==> src/shared/cis_pkg.sv <==
// constants and types for the cipher input staging block
package cis_pkg;
  localparam logic [7:0] ADDR_BLOCK_IN = 8'heb;
  localparam logic [7:0] ADDR_XOR_IN = 8'hec;
  localparam logic [7:0] ADDR_KEY_IN = 8'hed;
  localparam logic [7:0] ADDR_BLOCK_CFG = 8'he9;
  localparam logic [7:0] ADDR_DATA_CFG = 8'hea;
  localparam logic [3:0] SFR_PAGE = 4'h2;
  localparam logic [7:0] RESET_BYTE = 8'h00;
  localparam int BCFG_DONE = 5;
  localparam int BCFG_BUSY = 4;
  localparam int BCFG_EN = 3;
  localparam int BCFG_ENC = 2;
  localparam int DCFG_XOR_EN = 0;
  localparam logic [1:0] KEY_LEN_SEL_128 = 2'h0;
  localparam logic [1:0] KEY_LEN_SEL_192 = 2'h1;
  localparam logic [1:0] KEY_LEN_SEL_256 = 2'h2;
  localparam logic [5:0] KEY_BYTES_128 = 6'h10;
  localparam logic [5:0] KEY_BYTES_192 = 6'h18;
  localparam logic [5:0] KEY_BYTES_256 = 6'h20;
  localparam logic [4:0] BLOCK_BYTES = 5'h10;
  localparam logic [8:0] CYC_128 = 9'd218;
  localparam logic [8:0] CYC_192 = 9'd274;
  localparam logic [8:0] CYC_256 = 9'd298;
  typedef enum logic [2:0] {
    CIS_IDLE = 3'b001,
    CIS_LOAD = 3'b010,
    CIS_RUN = 3'b100
  } cis_state_t;
endpackage

==> src/rtl/cis_sfr_byte.sv <==
// one 8-bit read/write input register with write strobe
`timescale 1ns/1ps
module cis_sfr_byte (
  input wire logic clk_i,
  input wire logic rst_n_i,
  input wire logic wr_i,
  input wire logic [7:0] wdata_i,
  output logic [7:0] q_o
);
  logic [7:0] q_r;
  logic [7:0] q_nxt;

  always_comb begin
    q_nxt = q_r;
    if (wr_i) begin
      q_nxt = wdata_i;
    end
  end

  always_ff @(posedge clk_i or negedge rst_n_i) begin
    if (!rst_n_i) begin
      q_r <= cis_pkg::RESET_BYTE;
    end else begin
      q_r <= q_nxt;
    end
  end

  assign q_o = q_r;
endmodule // cis_sfr_byte

==> src/rtl/cis_top.sv <==
// byte-wide input staging for the block cipher core
`timescale 1ns/1ps
module cis_top (
  input wire logic REF_CLK_I,
  input wire logic ARST_N_I,
  input wire logic [3:0] SFR_PAGE_I,
  input wire logic [7:0] SFR_ADDR_I,
  input wire logic SFR_WR_I,
  input wire logic SFR_RD_I,
  input wire logic [7:0] SFR_WDATA_I,
  output logic [7:0] SFR_RDATA_O,
  output logic [127:0] CIPHER_DATA_O,
  output logic [255:0] CIPHER_KEY_O,
  output logic [127:0] CIPHER_XOR_O,
  output logic CIPHER_ENC_O,
  output logic CIPHER_START_O,
  output logic CIPHER_BUSY_O,
  output logic CIPHER_DONE_O
);
  logic rst_s1_r;
  logic rst_n_r;
  always_ff @(posedge REF_CLK_I or negedge ARST_N_I) begin
    if (!ARST_N_I) begin
      rst_s1_r <= 1'b0;
      rst_n_r <= 1'b0;
    end else begin
      rst_s1_r <= 1'b1;
      rst_n_r <= rst_s1_r;
    end
  end

  logic page_hit;
  logic wr_blk, wr_xor, wr_key, wr_bcfg, wr_dcfg;
  logic [7:0] blk_q, xor_q, key_q;
  assign page_hit = (SFR_PAGE_I == cis_pkg::SFR_PAGE);
  assign wr_blk = SFR_WR_I && page_hit && (SFR_ADDR_I == cis_pkg::ADDR_BLOCK_IN);
  assign wr_xor = SFR_WR_I && page_hit && (SFR_ADDR_I == cis_pkg::ADDR_XOR_IN);
  assign wr_key = SFR_WR_I && page_hit && (SFR_ADDR_I == cis_pkg::ADDR_KEY_IN);
  assign wr_bcfg = SFR_WR_I && page_hit && (SFR_ADDR_I == cis_pkg::ADDR_BLOCK_CFG);
  assign wr_dcfg = SFR_WR_I && page_hit && (SFR_ADDR_I == cis_pkg::ADDR_DATA_CFG);

  cis_sfr_byte u_blk (.clk_i(REF_CLK_I), .rst_n_i(rst_n_r), .wr_i(wr_blk), .wdata_i(SFR_WDATA_I), .q_o(blk_q));
  cis_sfr_byte u_xor (.clk_i(REF_CLK_I), .rst_n_i(rst_n_r), .wr_i(wr_xor), .wdata_i(SFR_WDATA_I), .q_o(xor_q));
  cis_sfr_byte u_key (.clk_i(REF_CLK_I), .rst_n_i(rst_n_r), .wr_i(wr_key), .wdata_i(SFR_WDATA_I), .q_o(key_q));

  logic [1:0] key_len_sel_r, key_len_sel_nxt;
  logic enc_r, enc_nxt;
  logic en_r, en_nxt;
  logic done_r, done_nxt;
  logic xor_en_r, xor_en_nxt;
  logic [5:0] idx_r, idx_nxt;
  logic [8:0] cnt_r, cnt_nxt;
  logic [127:0] data_buf_r, data_buf_nxt;
  logic [127:0] xbuf_r, xbuf_nxt;
  logic [255:0] key_buf_r, key_buf_nxt;
  logic start_r, start_nxt;
  cis_pkg::cis_state_t st_r, st_nxt;
  logic [5:0] key_len;
  logic [8:0] run_cyc;
  logic [127:0] cin_r, cin_nxt;
  logic busy;

  always_comb begin
    key_len = cis_pkg::KEY_BYTES_128;
    run_cyc = cis_pkg::CYC_128;
    if (key_len_sel_r == cis_pkg::KEY_LEN_SEL_192) begin
      key_len = cis_pkg::KEY_BYTES_192;
      run_cyc = cis_pkg::CYC_192;
    end else if (key_len_sel_r == cis_pkg::KEY_LEN_SEL_256) begin
      key_len = cis_pkg::KEY_BYTES_256;
      run_cyc = cis_pkg::CYC_256;
    end
  end

  always_comb begin
    cin_nxt = data_buf_r;
    if (xor_en_r) begin
      cin_nxt = data_buf_r ^ xbuf_r;
    end
  end
  assign busy = (st_r == cis_pkg::CIS_RUN);

  always_comb begin
    key_len_sel_nxt = key_len_sel_r;
    enc_nxt = enc_r;
    en_nxt = en_r;
    done_nxt = done_r;
    xor_en_nxt = xor_en_r;
    idx_nxt = idx_r;
    cnt_nxt = cnt_r;
    data_buf_nxt = data_buf_r;
    xbuf_nxt = xbuf_r;
    key_buf_nxt = key_buf_r;
    start_nxt = 1'b0;
    st_nxt = st_r;
    if (wr_bcfg) begin
      key_len_sel_nxt = SFR_WDATA_I[1:0];
      enc_nxt = SFR_WDATA_I[cis_pkg::BCFG_ENC];
      en_nxt = SFR_WDATA_I[cis_pkg::BCFG_EN];
      done_nxt = SFR_WDATA_I[cis_pkg::BCFG_DONE];
    end
    if (wr_dcfg) begin
      xor_en_nxt = SFR_WDATA_I[cis_pkg::DCFG_XOR_EN];
    end
    if (wr_blk && idx_r < 6'(cis_pkg::BLOCK_BYTES)) begin
      data_buf_nxt[idx_r[3:0]*8 +: 8] = SFR_WDATA_I;
    end
    if (wr_xor && idx_r < 6'(cis_pkg::BLOCK_BYTES)) begin
      xbuf_nxt[idx_r[3:0]*8 +: 8] = SFR_WDATA_I;
    end
    unique case (st_r)
      cis_pkg::CIS_IDLE: begin
        idx_nxt = '0;
        if (en_r && !busy) begin
          st_nxt = cis_pkg::CIS_LOAD;
        end
      end
      cis_pkg::CIS_LOAD: begin
        if (wr_key) begin
          key_buf_nxt[idx_r[4:0]*8 +: 8] = SFR_WDATA_I;
          idx_nxt = idx_r + 6'h01;
          if (idx_r + 6'h01 == key_len) begin
            st_nxt = cis_pkg::CIS_RUN;
            cnt_nxt = run_cyc;
            start_nxt = 1'b1;
          end
        end
      end
      cis_pkg::CIS_RUN: begin
        cnt_nxt = cnt_r - 9'h001;
        if (cnt_r == 9'h001) begin
          done_nxt = 1'b1;
          idx_nxt = '0;
          st_nxt = cis_pkg::CIS_LOAD;
        end
      end
      default: st_nxt = cis_pkg::CIS_IDLE;
    endcase
    if (!en_nxt) begin
      st_nxt = cis_pkg::CIS_IDLE;
    end
  end

  always_ff @(posedge REF_CLK_I or negedge rst_n_r) begin
    if (!rst_n_r) begin
      key_len_sel_r <= cis_pkg::KEY_LEN_SEL_128;
      cin_r <= '0;
      enc_r <= 1'b0;
      en_r <= 1'b0;
      done_r <= 1'b0;
      xor_en_r <= 1'b0;
      idx_r <= '0;
      cnt_r <= '0;
      data_buf_r <= '0;
      xbuf_r <= '0;
      key_buf_r <= '0;
      start_r <= 1'b0;
      st_r <= cis_pkg::CIS_IDLE;
    end else begin
      key_len_sel_r <= key_len_sel_nxt;
      cin_r <= cin_nxt;
      enc_r <= enc_nxt;
      en_r <= en_nxt;
      done_r <= done_nxt;
      xor_en_r <= xor_en_nxt;
      idx_r <= idx_nxt;
      cnt_r <= cnt_nxt;
      data_buf_r <= data_buf_nxt;
      xbuf_r <= xbuf_nxt;
      key_buf_r <= key_buf_nxt;
      start_r <= start_nxt;
      st_r <= st_nxt;
    end
  end

  logic [7:0] rdata_r, rdata_nxt;
  always_comb begin
    rdata_nxt = 8'h00;
    if (SFR_RD_I && page_hit) begin
      unique case (SFR_ADDR_I)
        cis_pkg::ADDR_BLOCK_IN: rdata_nxt = blk_q;
        cis_pkg::ADDR_XOR_IN: rdata_nxt = xor_q;
        cis_pkg::ADDR_KEY_IN: rdata_nxt = key_q;
        cis_pkg::ADDR_BLOCK_CFG: rdata_nxt = {2'h0, done_r, busy, en_r, enc_r, key_len_sel_r};
        cis_pkg::ADDR_DATA_CFG: rdata_nxt = {7'h00, xor_en_r};
        default: rdata_nxt = 8'h00;
      endcase
    end
  end

  always_ff @(posedge REF_CLK_I or negedge rst_n_r) begin
    if (!rst_n_r) begin
      rdata_r <= 8'h00;
    end else begin
      rdata_r <= rdata_nxt;
    end
  end

  assign SFR_RDATA_O = rdata_r;
  assign CIPHER_DATA_O = cin_r;
  assign CIPHER_KEY_O = key_buf_r;
  assign CIPHER_XOR_O = xbuf_r;
  assign CIPHER_ENC_O = enc_r;
  assign CIPHER_START_O = start_r;
  assign CIPHER_BUSY_O = busy;
  assign CIPHER_DONE_O = done_r;
endmodule // cis_top

==> config.mk <==
export PLATFORM = sky130hd
export DESIGN_NAME = cis_top
export DESIGN_NICKNAME = d
export VERILOG_FILES = /design/src/shared/cis_pkg.sv /design/src/rtl/cis_sfr_byte.sv /design/src/rtl/cis_top.sv
export SDC_FILE = /design/constraint.sdc
export NUM_CORES = 1
export LEC_CHECK = 0
export BUFFER_PORTS_ARGS = -buffer_cell sky130_fd_sc_hd__buf_2
export CORE_MARGIN = 5
export CORE_UTILIZATION = 50
export CTS_BUF_LIST = sky130_fd_sc_hd__clkbuf_16
export CTS_CLUSTER_SIZE = 8
export DETAILED_ROUTE_END_ITERATION = 10
export GPL_TIMING_DRIVEN = 0
export PLACE_DENSITY = 0.76
export SYNTH_ARGS = -nofsm -noshare
export SYNTH_HDL_FRONTEND = slang
export SYNTH_SLANG_ARGS = --single-unit
==> constraint.sdc <==
create_clock -name REF_CLK_I -period 20.5 [get_ports REF_CLK_I]
set_input_delay 4.1 -clock REF_CLK_I [delete_from_list [all_inputs] [get_ports REF_CLK_I]]
set_output_delay 4.1 -clock REF_CLK_I [all_outputs]
set_load 0.01 [all_outputs]
==> results.cfg <==
[place]
dp_hpwl_um = 65510
placed_area_um2 = 32430
io_buffers = 542
place_congestion = 0.8998

[final_layout]
stdcell_area_um2 = 35060
drive_gt1_share_pct = 42.69
nNetsFinal = 2841
area_growth_pct = 23.05

[worst_setup_path]
endpoint_kind = register
slowest_stage = nor4_2
crit_type = input port to register
cp.arrival_ns = 7.60
rr_startpoint = idx_r[0]
cp_cell_sequence = buf_2 -> nor4b_1 -> nand4_1 -> nor4_2 -> nand2_1 -> mux2_2
cp_slowest_stage_delay_ns = 1.14
timing.critical_path.from_type = input port
crit_fanout = 8
critPathLaunch = SFR_PAGE_I[0]
required_ns = 21.02

[route]
via_count = 19982
routed_wl_um = 89520
drt-vias-per-instance = 5.574
drtPass1Iterations = 5
dr.first_iter.drc_count = 1119
routedWlPerCell_um = 24.97
ant_nets = 0
drc = 0

[grt]
grt_overflow = 0
grt_pass1_vias = 21400
globalRouteTotalUtil_pct = 28.28
grt_pass1_wl_um = 134800
antenna_found_initial = 4
grt_max_degree = 77

[power_and_ir_drop]
swShare_pct = 21.56
internal_power_mw = 2.237
pwr-share-clk_pct = 49.6
seqPwrFrac_pct = 48.6
p_per_area_nw_per_um2 = 81.34
vdd_drop_max_mv = 0.06272
p_switching_mw = 0.6150
p_comb_share_pct = 1.8
power.leakage_nw = 18.77

[clock_network]
cts-buffers-inserted = 97
htree_levels = 3
cts.clk_slew.worst_paths_ns = 0.05
cts_tree = done
clock_sinks = 699
cts-root-buf = clkbuf_16
postCtsSetupBuffers = 0
cts-hold-fix-buffers = 0
clock_latency_ns = 0.64
cts_resized = 0
clock_path_buffers = 3

[floorplan]
die-area_um2 = 61870
initial_core_util_pct = 50.54
die_h_um = 248.7
die_width_um = 248.7
rows = 87
core-area_um2 = 56390
pin_count = 548

[synth]
synth_area_leaders = dfrtp_1 (61%), mux2_2 (18%), xnor2_1 (4.1%)
netlist.area_leader.share_pct = 61.30
syn_area_um2 = 28500
synth_cells = 2157
synth_cell_types = 73
async_flop_share_pct = 100.0
synth_edf_count = 0
seq_area_frac_synth_pct = 61.39
yosysTopAreaCell = dfrtp_1
synth_top_flop_cell = dfrtp_1
ys_ff_latch = 699
syn-num-nets = 2190
ys.warnings.count = 0
avgSynthCellArea_um2 = 13.21

[flow_run]
cap_violations = 0

[timing]
whs_ns = 0.3590
fmax_ghz = 0.1412
tightest_slew_ns = 1.368
hold_viol_final = 0
setup_viol = 0
rsz0062_at_grt = no
relSlewSlack_pct = 8.793
fin_worst_skew_ns = 0.01966
slew_viol_final = 0
post-route-period-util_pct = 34.56
timing.setup.tns_ns = 0
fin_crit_ns = 7.084

[worst_hold_path]
min_path_type = register to register
min_from = rst_s1_r

[status]
status = complete, no violations
==> power by group through the flow <==
stage / Clock, mW / Combinational, mW / Sequential [mW]
2_1_floorplan: 0 / 0.00821 / 1.43
3_3_place_gp: 0 / 0.0203 / 1.43
3_5_place_dp: 0 / 0.0522 / 1.41
4_1_cts: 1.44 / 0.0523 / 1.39
5_1_grt: 1.50 / 0.0577 / 1.38
6_report: 1.42 / 0.0510 / 1.39
==> worst paths after layout <==
| kind | cells past startpoint | slack, ns | end |
|---|---|---|---|
| max in group asynchronous | 1 | 17.15 | rst_n_r |
| min in group asynchronous | 0 | 0.38 | CIPHER_XOR_O[2] |
| max reg2reg | 9 | 15.72 | CIPHER_KEY_O[217] |
| min reg2reg | 0 | 0.36 | rst_n_r |
| max | 6 | 13.42 | CIPHER_KEY_O[217] |
| min | 0 | 0.36 | rst_n_r |
==> state kept, by name, indices dropped and copies added, names as in the netlist, 2 cells and up <==
register / flops
CIPHER_KEY_O: 256
CIPHER_DATA_O: 128
CIPHER_XOR_O: 128
data_buf_r: 128
cnt_r: 9
SFR_RDATA_O: 8
u_blk.q_o: 8
u_key.q_o: 8
u_xor.q_o: 8
idx_r: 6
st_r: 3
key_len_sel_r: 2
==> layer usage <==
| layer | track usage [%] | up-vias | share of wire [%] |
|---|---|---|---|
| li1 | - | 8676 | - |
| met1 | 34.45 | 10319 | 39 |
| met2 | 47.19 | 769 | 49 |
| met3 | 8.290 | 218 | 7.7 |
| met4 | 12.31 | 0 | 4.3 |
| met5 | 0 | - | 0 |
==> layout make-up <==
type / instances / area, um^2
plain buffers: 95 / 424.2
repair buffers: 552 / 2988
clock inverters: 18 / 168.9
multi-input cells: 1343 / 10500
well taps: 756 / 945.9
flip-flops and latches: 699 / 17500
diodes: 4 / 10.01
inverters: 20 / 75.07
fillers: 4329 / 21320
clock buffers: 98 / 2452
==> layout by cell type (no fill, tap or decap), types with 16 or more instances in the layout <==
cell type / instances
buf_2: 560
and2_1: 34
dfrtp_1: 697
mux2_2: 463
nor3_1: 20
and3_1: 29
nor2_1: 103
nand2_1: 281
mux2_4: 16
clkbuf_16: 98
clkbuf_1: 66
o21ai_0: 74
inv_1: 30
nand3_1: 26
xnor2_1: 134
==> Yosys cell counts, types with 4 or more instances <==
library cell / number
dfrtp_1: 698
mux2_2: 463
nand2_1: 281
xnor2_1: 134
nor2_1: 103
o21ai_0: 74
clkbuf_1: 66
and2_1: 34
and3_1: 29
nand3_1: 26
inv_1: 20
nor3_1: 20
buf_2: 18
mux2_4: 16
nand4_1: 14
mux2i_1: 11
nand2b_1: 10
ha_1: 9
nor2b_1: 9
a21oi_1: 8
a22oi_1: 8
or3_1: 8
nor3_4: 6
or2_2: 6
buf_6: 5
nand2_2: 5
nor3_2: 5
mux2_1: 4
==> logic make-up after synthesis <==
group | synth area share (%)
fa+ha+maj | 0.3952
mux | 19.68
simple gates | 10.13
xor+xnor | 4.149
buf+inv | 1.752
compound gates | 2.494
other cells | 0.01316
flops | 61.39
==> worst max-delay path, delay by kind of cell <==
kind | cells | cell delay [ns]
multiplexers | 1 | 0.49
buffers and inverters | 1 | 0.10
AND/OR/NAND/NOR | 4 | 2.90
==> through the flow <==
stage	instances	worst slack [ns]	power, mW	utilization [%]
floorplan	2157	9.143	1.435	-
global placement	3455	5.808	1.453	57.03
detailed placement	3465	12.88	1.460	57.52
CTS	3581	13.54	2.876	62.17
global route	3584	13.31	2.939	62.18
finish	3585	13.42	2.852	62.19
Power figures use the tool's default switching activity.
